--- config.mk ---
export PLATFORM = sky130hd
export DESIGN_NAME = mclp_top
export DESIGN_NICKNAME = d
export VERILOG_FILES = /design/src/common/mclp_pkg.sv /design/src/logic/mclp_top.sv
export SDC_FILE = /design/constraint.sdc
export NUM_CORES = 1
export LEC_CHECK = 0
export ABC_AREA = 1
export BUFFER_PORTS_ARGS = -buffer_cell sky130_fd_sc_hd__buf_2
export CORE_ASPECT_RATIO = 1.25
export CORE_MARGIN = 1.5
export CORE_UTILIZATION = 60
export CTS_CLUSTER_SIZE = 28
export DETAILED_ROUTE_END_ITERATION = 7
export GPL_ROUTABILITY_DRIVEN = 0
export GPL_TIMING_DRIVEN = 0
export PLACE_DENSITY_LB_ADDON = 0.25
export SKIP_CTS_REPAIR_TIMING = 1
export SYNTH_ARGS = -nofsm -noshare
export SYNTH_HDL_FRONTEND = slang
export SYNTH_SLANG_ARGS = --single-unit
--- constraint.sdc ---
create_clock -name clk_sys -period 15.92 [get_ports clk_sys]
set_input_delay 3.184 -clock clk_sys [delete_from_list [all_inputs] [get_ports clk_sys]]
set_output_delay 3.184 -clock clk_sys [all_outputs]
set_load 0.05 [all_outputs]
--- src/common/mclp_pkg.sv ---
// Constants and types for the master clock and low-power controller.
// Assumes a 50 MHz system clock and an APB register port.
package mclp_pkg;

  // ----------------------------------------------------------------
  // Register offsets (byte addresses)
  // ----------------------------------------------------------------
  localparam logic [7:0] MCLP_PLLCTL_OFS = 8'h00;
  localparam logic [7:0] MCLP_PLLMULT_OFS = 8'h04;
  localparam logic [7:0] MCLP_PLLSTAT_OFS = 8'h08;
  localparam logic [7:0] MCLP_SYSDIV_OFS = 8'h0c;
  localparam logic [7:0] MCLP_MDIV_OFS = 8'h10;
  localparam logic [7:0] MCLP_ACLK_OFS = 8'h14;
  localparam logic [7:0] MCLP_DSLP_OFS = 8'h18;
  localparam logic [7:0] MCLP_RUNCFG_OFS = 8'h1c;
  localparam logic [7:0] MCLP_RUNGATE_OFS = 8'h20;
  localparam logic [7:0] MCLP_SLPGATE_OFS = 8'h24;
  localparam logic [7:0] MCLP_DPGATE_OFS = 8'h28;
  localparam logic [7:0] MCLP_DCEN_OFS = 8'h2c;
  localparam logic [7:0] MCLP_CTLREQ_OFS = 8'h30;
  localparam logic [7:0] MCLP_MRECL_OFS = 8'h34;
  localparam logic [7:0] MCLP_USBMULT_OFS = 8'h38;
  localparam logic [7:0] MCLP_STAT_OFS = 8'h3c;
  localparam logic [7:0] MCLP_CANSEL_OFS = 8'h40;

  // ----------------------------------------------------------------
  // Fields, sizes and reset values
  // ----------------------------------------------------------------
  localparam int MCLP_NPER = 16;
  localparam int MCLP_STAT_FAIL_BIT = 0;
  localparam int MCLP_STAT_OWNER_BIT = 1;
  localparam int MCLP_STAT_MODE_LSB = 2;
  localparam logic [2:0] MCLP_DIV_RST = 3'h1;
  localparam logic [7:0] MCLP_USB_DIV = 8'h04;
  localparam logic [7:0] MCLP_MISS_LIMIT = 8'h08;
  localparam logic [6:0] MCLP_PLLMULT_RST = 7'h00;
  localparam logic [5:0] MCLP_USBMULT_BYPASS = 6'h00;
  localparam logic [MCLP_NPER-1:0] MCLP_GATE_RST = 16'hffff;

  // Clock source codes
  localparam logic [1:0] MCLP_SRC_OSC = 2'h0;
  localparam logic [1:0] MCLP_SRC_PLL = 2'h1;
  localparam logic [1:0] MCLP_SRC_FAST = 2'h2;
  localparam logic [1:0] MCLP_SRC_SLOW = 2'h3;

  // CAN source codes
  localparam logic [1:0] MCLP_CAN_MASTER = 2'h0;
  localparam logic [1:0] MCLP_CAN_OSC = 2'h1;
  localparam logic [1:0] MCLP_CAN_EXT = 2'h2;

  // ----------------------------------------------------------------
  // Types
  // ----------------------------------------------------------------
  typedef enum logic [1:0] {
    MCLP_RUN,
    MCLP_SLEEP,
    MCLP_DEEP
  } mclp_mode_type;

  typedef struct packed {
    logic pulse;
    logic [7:0] cnt;
  } mclp_div_type;

  typedef struct packed {
    logic waitIrq;
    logic deepSleepSel;
    logic sleepOnExit;
    logic wakeIrq;
    logic isrReturn;
  } mclp_core_type;

  typedef struct packed {
    logic crystal;
    logic mainPll;
    logic fastOsc;
    logic slowOsc;
    logic extClk;
    logic usbPll;
    logic usbRef;
  } mclp_src_type;

endpackage : mclp_pkg

--- src/logic/mclp_top.sv ---
// Master clock generation, clock-loss fallback and low-power control.
// Assumes all source clocks arrive as one-cycle enable pulses that are
// synchronous to clk_sys, and one APB master shared by both processors.
//
// Summary of operation
// - System PLL clock is divided main PLL or crystal clock, per PLL enable.
// - Missing-clock detector on crystal; on loss fast osc replaces PLL clock.
// - Clock loss raises clock-fail towards NMI and control subsystem.
// - Slow and fast internal oscillators can feed the deep-sleep clock.
// - PLL registers writable by master; control CPU requests, master reclaims.
// - Master subsystem is in exactly one of Run, Sleep, Deep Sleep.
// - Deep Sleep stops both PLLs, control, shared and analog clocks.
// - Master clock is system clock divided by master divider; on loss, fast osc divided by it.
// - System PLL clock is PLL or oscillator divided by system divider.
// - Analog clock is system clock divided; fast oscillator on loss.
// - Deep-sleep clock is selected, divided, then divided by master divider.
// - In Sleep, auto-gating 0 uses run gating, 1 uses sleep gating.
// - Gating settings apply only to peripherals enabled in device config.
// - Wait-for-interrupt stops the core, enters Sleep or Deep by select bit.
// - A configured interrupt ends Sleep or Deep Sleep, back to Run.
// - Sleep-on-exit 1 sleeps again after the waking routine; 0 stays awake.
// - Sleep clocks enabled peripherals at their Run frequency.
// - Run clocks core from master clock, USB from its PLL, CAN and watchdog.
// - USB PLL integer multiplier codes map directly, up to 63.
// - USB multiplier code zero bypasses the PLL reference to USB clock.
//
// Design decisions made here: the register offsets and the APB register port.
`timescale 1ns/1ps
module mclp_top
  import mclp_pkg::*;
(
  input wire logic clk_sys,
  input wire logic rst,
  input wire logic [7:0] paddr,
  input wire logic psel,
  input wire logic penable,
  input wire logic pwrite,
  input wire logic [31:0] pwdata,
  input wire logic accessFromCtl,
  output logic [31:0] prdata,
  output logic pready,
  output logic pslverr,
  input wire mclp_src_type srcTick,
  input wire mclp_core_type core,
  output logic systemPllTick,
  output logic masterTick,
  output logic cpuTick,
  output logic analogTick,
  output logic [MCLP_NPER-1:0] periphTick,
  output logic usbTick,
  output logic canTick,
  output logic watchdogTick,
  output logic mainPllOn,
  output logic usbPllOn,
  output logic ctlCpuClkOn,
  output logic sharedClkOn,
  output logic clockFail,
  output mclp_mode_type mode,
  output logic [6:0] mainPllMult,
  output logic [5:0] usbPllMult
);

  // ----------------------------------------------------------------
  // State
  // ----------------------------------------------------------------
  typedef struct packed {
    mclp_mode_type mode;
    logic isrOnly;
    logic backDeep;
    logic pllEn;
    logic [6:0] pllMult;
    logic [2:0] sysDiv;
    logic [2:0] mDiv;
    logic [2:0] aDiv;
    logic [1:0] dsSrc;
    logic [3:0] dsDiv;
    logic autoGate;
    logic [MCLP_NPER-1:0] runGate;
    logic [MCLP_NPER-1:0] sleepGate;
    logic [MCLP_NPER-1:0] deepGate;
    logic [MCLP_NPER-1:0] perEn;
    logic [5:0] usbMult;
    logic [1:0] canSel;
    logic ctlOwner;
    logic fail;
    logic [7:0] missCnt;
    logic [1:0] sysSel;
    logic aFast;
    logic mDeep;
    logic [1:0] dsSel;
    logic [7:0] sysCnt;
    logic [7:0] mCnt;
    logic [7:0] aCnt;
    logic [7:0] dsCnt;
    logic [7:0] uCnt;
    logic [31:0] rdata;
    logic err;
  } mclp_state_type;

  mclp_state_type st_r;
  mclp_state_type st_nxt;

  // ----------------------------------------------------------------
  // Helpers
  // ----------------------------------------------------------------
  function automatic logic [7:0] divOf(input logic [3:0] code);
    divOf = (code == 4'h0) ? 8'h01 : {4'h0, code};
  endfunction : divOf

  function automatic mclp_div_type divStep(input logic [7:0] cnt,
                                           input logic tick,
                                           input logic [7:0] div);
    mclp_div_type r;
    r.pulse = 1'b0;
    r.cnt = cnt;
    if (tick) begin
      if (cnt + 8'h01 >= div) begin
        r.pulse = 1'b1;
        r.cnt = 8'h00;
      end else begin
        r.cnt = cnt + 8'h01;
      end
    end
    divStep = r;
  endfunction : divStep

  function automatic logic pickSrc(input logic [1:0] sel,
                                   input mclp_src_type s);
    unique case (sel)
      MCLP_SRC_OSC: pickSrc = s.crystal;
      MCLP_SRC_PLL: pickSrc = s.mainPll;
      MCLP_SRC_FAST: pickSrc = s.fastOsc;
      MCLP_SRC_SLOW: pickSrc = s.slowOsc;
    endcase
  endfunction : pickSrc

  // ----------------------------------------------------------------
  // Clock tree
  // ----------------------------------------------------------------
  logic isDeep;
  logic [1:0] sysWant;
  mclp_div_type sysD;
  mclp_div_type mD;
  mclp_div_type aD;
  mclp_div_type dsD;
  mclp_div_type uD;
  logic [MCLP_NPER-1:0] gateSel;

  assign isDeep = (st_r.mode == MCLP_DEEP);
  assign sysWant = st_r.fail ? MCLP_SRC_FAST :
                   (st_r.pllEn ? MCLP_SRC_PLL : MCLP_SRC_OSC);

  // System divider; a lost source is replaced by the raw fast oscillator
  assign sysD = divStep(st_r.sysCnt, pickSrc(st_r.sysSel, srcTick),
                        divOf({1'b0, st_r.sysDiv}));
  assign systemPllTick = !isDeep &&
    ((st_r.sysSel == MCLP_SRC_FAST) ? srcTick.fastOsc : sysD.pulse);

  // Deep-sleep source and its own divider
  assign dsD = divStep(st_r.dsCnt, pickSrc(st_r.dsSel, srcTick),
                       divOf(st_r.dsDiv));

  // Master divider: system clock normally, deep-sleep clock in Deep
  assign mD = divStep(st_r.mCnt, st_r.mDeep ? dsD.pulse : systemPllTick,
                      divOf({1'b0, st_r.mDiv}));
  assign masterTick = mD.pulse;
  assign cpuTick = mD.pulse && (st_r.mode == MCLP_RUN);

  // Analog divider
  assign aD = divStep(st_r.aCnt, systemPllTick,
                      divOf({1'b0, st_r.aDiv}));
  assign analogTick = !isDeep &&
    (st_r.aFast ? srcTick.fastOsc : aD.pulse);

  // USB: divide by four, or pass reference when bypassed
  assign uD = divStep(st_r.uCnt, srcTick.usbPll, MCLP_USB_DIV);
  assign usbTick = !isDeep &&
    ((st_r.usbMult == MCLP_USBMULT_BYPASS) ?
     srcTick.usbRef : uD.pulse);

  // Peripheral gating
  always_comb begin
    gateSel = st_r.runGate;
    if (st_r.autoGate && st_r.mode == MCLP_SLEEP) begin
      gateSel = st_r.sleepGate;
    end else if (st_r.autoGate && isDeep) begin
      gateSel = st_r.deepGate;
    end
  end
  // Same master tick in Run and Sleep keeps Run frequency
  assign periphTick = {MCLP_NPER{mD.pulse}} & gateSel
                      & st_r.perEn;

  always_comb begin
    unique case (st_r.canSel)
      MCLP_CAN_OSC: canTick = srcTick.crystal;
      MCLP_CAN_EXT: canTick = srcTick.extClk;
      default: canTick = mD.pulse;
    endcase
  end
  assign watchdogTick = srcTick.crystal;

  assign mainPllOn = !isDeep;
  assign usbPllOn = !isDeep;
  assign ctlCpuClkOn = !isDeep;
  assign sharedClkOn = !isDeep;
  assign clockFail = st_r.fail;
  assign mode = st_r.mode;
  assign mainPllMult = st_r.pllMult;
  assign usbPllMult = st_r.usbMult;

  // ----------------------------------------------------------------
  // APB port
  // ----------------------------------------------------------------
  logic setup;
  logic wrAcc;
  logic pllReg;
  logic wrOk;
  logic [31:0] rdVal;
  logic mapped;

  assign setup = psel && !penable;
  assign wrAcc = psel && penable && pwrite;
  assign pllReg = (paddr == MCLP_PLLCTL_OFS) ||
                  (paddr == MCLP_PLLMULT_OFS) ||
                  (paddr == MCLP_PLLSTAT_OFS) ||
                  (paddr == MCLP_SYSDIV_OFS);
  assign wrOk = !pllReg || (accessFromCtl == st_r.ctlOwner);
  assign pready = 1'b1;
  assign prdata = st_r.rdata;
  assign pslverr = psel && penable && st_r.err;

  always_comb begin
    rdVal = 32'h0;
    mapped = 1'b1;
    unique case (paddr)
      MCLP_PLLCTL_OFS: rdVal = {31'h0, st_r.pllEn};
      MCLP_PLLMULT_OFS: rdVal = {25'h0, st_r.pllMult};
      MCLP_PLLSTAT_OFS: rdVal = {30'h0, st_r.ctlOwner, st_r.fail};
      MCLP_SYSDIV_OFS: rdVal = {29'h0, st_r.sysDiv};
      MCLP_MDIV_OFS: rdVal = {29'h0, st_r.mDiv};
      MCLP_ACLK_OFS: rdVal = {29'h0, st_r.aDiv};
      MCLP_DSLP_OFS: rdVal = {26'h0, st_r.dsSrc, st_r.dsDiv};
      MCLP_RUNCFG_OFS: rdVal = {31'h0, st_r.autoGate};
      MCLP_RUNGATE_OFS: rdVal = {16'h0, st_r.runGate};
      MCLP_SLPGATE_OFS: rdVal = {16'h0, st_r.sleepGate};
      MCLP_DPGATE_OFS: rdVal = {16'h0, st_r.deepGate};
      MCLP_DCEN_OFS: rdVal = {16'h0, st_r.perEn};
      MCLP_CTLREQ_OFS: rdVal = {31'h0, st_r.ctlOwner};
      MCLP_MRECL_OFS: rdVal = {31'h0, !st_r.ctlOwner};
      MCLP_USBMULT_OFS: rdVal = {26'h0, st_r.usbMult};
      MCLP_STAT_OFS: rdVal = {28'h0, st_r.mode, st_r.ctlOwner, st_r.fail};
      MCLP_CANSEL_OFS: rdVal = {30'h0, st_r.canSel};
      default: mapped = 1'b0;
    endcase
  end

  // ----------------------------------------------------------------
  // Next state
  // ----------------------------------------------------------------
  always_comb begin
    st_nxt = st_r;
    // Read data and error are fixed in the setup phase
    if (setup) begin
      st_nxt.rdata = pwrite ? 32'h0 : rdVal;
      st_nxt.err = !mapped || (pwrite && !wrOk);
    end
    if (wrAcc && wrOk) begin
      unique case (paddr)
        MCLP_PLLCTL_OFS: st_nxt.pllEn = pwdata[0];
        MCLP_PLLMULT_OFS: st_nxt.pllMult = pwdata[6:0];
        MCLP_SYSDIV_OFS: st_nxt.sysDiv = pwdata[2:0];
        MCLP_MDIV_OFS: st_nxt.mDiv = pwdata[2:0];
        MCLP_ACLK_OFS: st_nxt.aDiv = pwdata[2:0];
        MCLP_DSLP_OFS: begin
          st_nxt.dsDiv = pwdata[3:0];
          st_nxt.dsSrc = pwdata[5:4];
        end
        MCLP_RUNCFG_OFS: st_nxt.autoGate = pwdata[0];
        MCLP_RUNGATE_OFS: st_nxt.runGate = pwdata[MCLP_NPER-1:0];
        MCLP_SLPGATE_OFS: st_nxt.sleepGate = pwdata[MCLP_NPER-1:0];
        MCLP_DPGATE_OFS: st_nxt.deepGate = pwdata[MCLP_NPER-1:0];
        MCLP_DCEN_OFS: st_nxt.perEn = pwdata[MCLP_NPER-1:0];
        MCLP_CTLREQ_OFS: begin
          if (accessFromCtl && pwdata[0]) begin
            st_nxt.ctlOwner = 1'b1;
          end
        end
        MCLP_MRECL_OFS: begin
          if (!accessFromCtl && pwdata[0]) begin
            st_nxt.ctlOwner = 1'b0;
          end
        end
        MCLP_USBMULT_OFS: st_nxt.usbMult = pwdata[5:0];
        MCLP_STAT_OFS: begin
          if (pwdata[MCLP_STAT_FAIL_BIT]) begin
            st_nxt.fail = 1'b0;
          end
        end
        MCLP_CANSEL_OFS: st_nxt.canSel = pwdata[1:0];
        default: st_nxt.err = st_r.err;
      endcase
    end

    // Missing-clock detector counts fast ticks between crystal ticks
    if (srcTick.crystal) begin
      st_nxt.missCnt = 8'h00;
    end else if (srcTick.fastOsc && st_r.missCnt != MCLP_MISS_LIMIT) begin
      st_nxt.missCnt = st_r.missCnt + 8'h01;
    end
    if (!srcTick.crystal && srcTick.fastOsc &&
        st_r.missCnt == MCLP_MISS_LIMIT - 8'h01) begin
      st_nxt.fail = 1'b1;
    end

    // Dividers advance; sources change at a count of zero, the system source also at once on loss, the master source at once on entering Deep
    st_nxt.sysCnt = sysD.cnt;
    st_nxt.mCnt = mD.cnt;
    st_nxt.aCnt = aD.cnt;
    st_nxt.dsCnt = dsD.cnt;
    st_nxt.uCnt = uD.cnt;
    // A lost source gives no more pulses, so switching at once cuts none
    if (sysD.cnt == 8'h00 || st_r.fail) begin
      st_nxt.sysSel = sysWant;
    end
    if (aD.cnt == 8'h00) begin
      st_nxt.aFast = st_r.fail;
    end
    if (mD.cnt == 8'h00) begin
      st_nxt.mDeep = isDeep;
    end else if (isDeep && !st_r.mDeep) begin
      // System clock already stopped: a stuck count would never reach zero
      st_nxt.mDeep = 1'b1;
      st_nxt.mCnt = 8'h00;
    end
    if (dsD.cnt == 8'h00) begin
      st_nxt.dsSel = (st_r.dsSrc == MCLP_SRC_PLL) ?
                     MCLP_SRC_OSC : st_r.dsSrc;
    end

    // Power modes
    unique case (st_r.mode)
      MCLP_RUN: begin
        if (st_r.isrOnly && core.isrReturn) begin
          st_nxt.isrOnly = 1'b0;
          st_nxt.mode = st_r.backDeep ? MCLP_DEEP : MCLP_SLEEP;
        end else if (core.waitIrq) begin
          st_nxt.backDeep = core.deepSleepSel;
          st_nxt.mode = core.deepSleepSel ? MCLP_DEEP : MCLP_SLEEP;
        end
      end
      MCLP_SLEEP, MCLP_DEEP: begin
        if (core.wakeIrq) begin
          st_nxt.mode = MCLP_RUN;
          st_nxt.isrOnly = core.sleepOnExit;
        end
      end
      default: st_nxt.mode = MCLP_RUN;
    endcase
  end

  always_ff @(posedge clk_sys or posedge rst) begin
    if (rst) begin
      st_r <= '0;
      st_r.mode <= MCLP_RUN;
      st_r.sysDiv <= MCLP_DIV_RST;
      st_r.mDiv <= MCLP_DIV_RST;
      st_r.aDiv <= MCLP_DIV_RST;
      st_r.pllMult <= MCLP_PLLMULT_RST;
      st_r.usbMult <= MCLP_USBMULT_BYPASS;
      st_r.runGate <= MCLP_GATE_RST;
      st_r.sleepGate <= MCLP_GATE_RST;
      st_r.deepGate <= MCLP_GATE_RST;
      st_r.perEn <= MCLP_GATE_RST;
    end else begin
      st_r <= st_nxt;
    end
  end
endmodule : mclp_top
==> results.py <==
metrics = {
    "global_route": {
        "antenna_found_initial": 0,
        "gr-total-overflow": 0,
        "grt_pass1_wl_um": 39700,
        "grt_max_degree": 128,
        "gr-usage-all-layers_pct": 31.6,
        "grt_pass1_vias": 8124,
    },
    "floorplanning": {
        "num_rows": 51,
        "start_util_pct": 61.0,
        "pin_count": 135,
        "die_x_um": 115,
        "core_area_um2": 15400,
        "die_area_um2": 16500,
        "die_h_um": 143,
    },
    "timing": {
        "setup-tns-final_ns": 0,
        "rsz0062_at_grt": "no",
        "min_period_over_period_pct": 52.4,
        "min_period_ns": 8.34,
        "slew_viol_final": 0,
        "finClkSkew_ns": 0.00510,
        "fmaxAchievable_mhz": 120,
        "finalHoldViolations": 0,
        "finalSetupViolCount": 0,
        "tightest_slew_ns": 1.21,
        "slew_headroom_pct": 17.2,
    },
    "job": {
        "cap_violations": 0,
    },
    "synth": {
        "synth_seq_cells": 173,
        "synth-async-reset-ratio_pct": 100,
        "synth_area_per_cell_um2": 8.12,
        "yosys-top-cells-area": "dfrtp_1 28%, dfstp_2 19%, nand2_1 11%, o21ai_0 8.6%, inv_1 5.3%",
        "synth_cells": 1160,
        "synth_area_um2": 9420,
        "post_synth_num_cell_types": 50,
        "seq_area_frac_synth_pct": 46.9,
        "synth_top_area_share_pct": 28.2,
        "synth-main-ff-cell": "dfrtp_1",
        "yosys.area.top_type": "dfrtp_1",
        "synth_edf_count": 0,
        "yosysWarningCount": 0,
    },
    "final_layout": {
        "final_cells": 1521,
        "antenna_cells": 0,
        "area_growth_pct": 15.4,
        "nNetsFinal": 1380,
        "drive_gt1_share_pct": 22.9,
    },
    "cts": {
        "cts_buffers": 17,
        "htree_levels": 4,
        "clock_latency_ns": 0.43,
        "cts.clk_slew.worst_paths_ns": 0.06,
        "cts.sinks": 173,
        "cts_tree": "yes",
        "cts_buffer_depth": 2,
        "cts_root_buf": "clkbuf_16",
    },
    "status": {
        "run_status": "finished, final reports clean",
    },
    "worst_setup_path": {
        "required_ns": 12.74,
        "crit_path_start_kind": "primary input",
        "slowest_stage": "buf_2",
        "critPathKind": "in2out",
        "path_cells": "buf_2 > inv_2 > nand3_1 > nand2_2 > nor2_1 > nand2_2 > nand2_4 > nand2_4 > nand2_4 > nand2_4 > nor2_8 > inv_2 > a211oi_1 > buf_2",
        "arrival_ns": 5.16,
        "critPathMaxFanout": 10,
        "slowest_delay_ns": 0.34,
        "cpMostUsedCell": "nand2_4",
        "critPathCaptureType": "primary output",
    },
    "routing": {
        "drc": 0,
        "drt_first_iter_violations": 649,
        "viasPerCell": 5.61,
        "num_vias": 8526,
        "ant_nets": 0,
        "dr.pass1.iters": 5,
        "wl_per_cell_um": 16.4,
        "drt-total-wl_um": 24900,
    },
    "power_and_ir_drop": {
        "power.density_nw_per_um2": 115,
        "p_leak_nw": 5.08,
        "ir_worst_vdd_uv": 81.9,
    },
    "placement": {
        "dp_hpwl_um": 18100,
        "port_buffers": 101,
        "dp.cells": 1489,
    },
    "worst_hold_path": {
        "min_path_type": "reg2reg",
    },
}
Yosys cell counts, types with 5 or more instances:
library cell,count
a211oi_2,5
a21oi_1,21
a221oi_1,16
buf_2,10
buf_4,52
clkbuf_1,20
dfrtp_1,106
dfstp_2,67
ha_1,26
inv_1,134
inv_2,9
nand2_1,278
nand2_2,5
nand3_1,41
nand4_1,12
nor2_1,80
nor2_2,5
nor3_1,19
o211ai_1,9
o21ai_0,162
o21ai_1,14
o22ai_1,6
xor2_1,5
layout make-up:
class / count / area [µm²]
timing repair buffer: 102 / 533
multi-input combinational: 775 / 3990
inverter: 144 / 548
tap: 212 / 265
buffer: 83 / 527
clock inverter: 10 / 114
clock buffer: 22 / 474
fill: 1263 / 4580
sequential: 173 / 4410
path summary, 6_finish.rpt:
path                                            from  cells past startpoint                    to  slack (ns)
worst max-delay path                      srcTick[6]                     14         periphTick[5]        7.58
worst min-delay path            st_r[83]$_DFFE_PP0P_                      1  st_r[83]$_DFFE_PP0P_        0.48
worst max register to register    st_r[41]$_DFF_PP0_                     13  st_r[73]$_DFFE_PP0N_       13.22
worst min register to register  st_r[83]$_DFFE_PP0P_                      1  st_r[83]$_DFFE_PP0P_        0.48
max in group asynchronous                        rst                      3    st_r[63]$_DFF_PP0_       12.26
min in group asynchronous                        rst                      2   mode[0]$_DFFE_PP0P_        2.74
metrics by stage:
step / hold WS (ns) / instance area, µm² / total power [mW] / utilization [%] / setup slack (ns)
floorplan: 0.450 / 9470 / 0.750 / - / 7.34
global placement: 0.466 / 10200 / 0.835 / 66.3 / 6.26
detailed placement: 0.473 / 10300 / 0.844 / 66.6 / 7.61
CTS: 0.483 / 10900 / 1.26 / 70.4 / 7.60
global route: 0.498 / 10900 / 1.32 / 70.4 / 7.46
finish: 0.484 / 10900 / 1.25 / 70.4 / 7.58
placed cells by master (no fill, tap or decap), types with 5 or more instances in the layout:
cell         n
a211oi_2     5
a21oi_1     21
a221oi_1    16
buf_2      111
buf_4       52
clkbuf_1    22
clkbuf_16   17
conb_1      17
dfrtp_1    106
dfstp_2     67
ha_1        26
inv_1      133
inv_2        9
nand2_1    278
nand2_2      5
nand3_1     41
nand4_1     12
nor2_1      80
nor2_2       5
nor3_1      19
o211ai_1     9
o21ai_0    162
o21ai_1     14
o22ai_1      6
xor2_1       5
power breakdown:
group / switching [mW] / total (mW) / internal [mW]
Sequential: 0.0204 / 0.482 / 0.461
Combinational: 0.260 / 0.357 / 0.0973
Clock: 0.172 / 0.415 / 0.243
Total: 0.452 / 1.25 / 0.801
critical path: cells and delay by family:
kind	cells	cell delay, ns
buffers and inverters	4	0.70
and+or+nand+nor	9	0.93
AOI/OAI and AO/OA	1	0.33
sequential cells by signal, indices dropped and copies added, names as in the netlist:
| name | flops |
|---|---|
| mainPllMult | 7 |
| st_r | 141 |
| usbPllMult | 6 |
| clockFail | 1 |
| mode | 2 |
| prdata | 16 |
kinds of logic (layout without fill, tap and decap cells):
group	count (synthesis)	count (layout)	share of synthesized area, %
fa+ha+maj	26	26	3.46
mux	1	1	0.106
compound gates	270	270	17.0
buf+inv	227	361	11.3
simple gates	455	455	20.6
other cells	2	17	0.0798
flops	173	173	46.9
xor+xnor	6	6	0.558
layer usage:
layer	part of all wire [%]	track usage, %	wire (µm)
met5	0	0	0
met4	5.1	19.4	1280
met3	6.4	5.77	1600
met2	50	53.8	12600
met1	38	37.0	9470
Note: power is estimated with default switching activity, not from simulation.
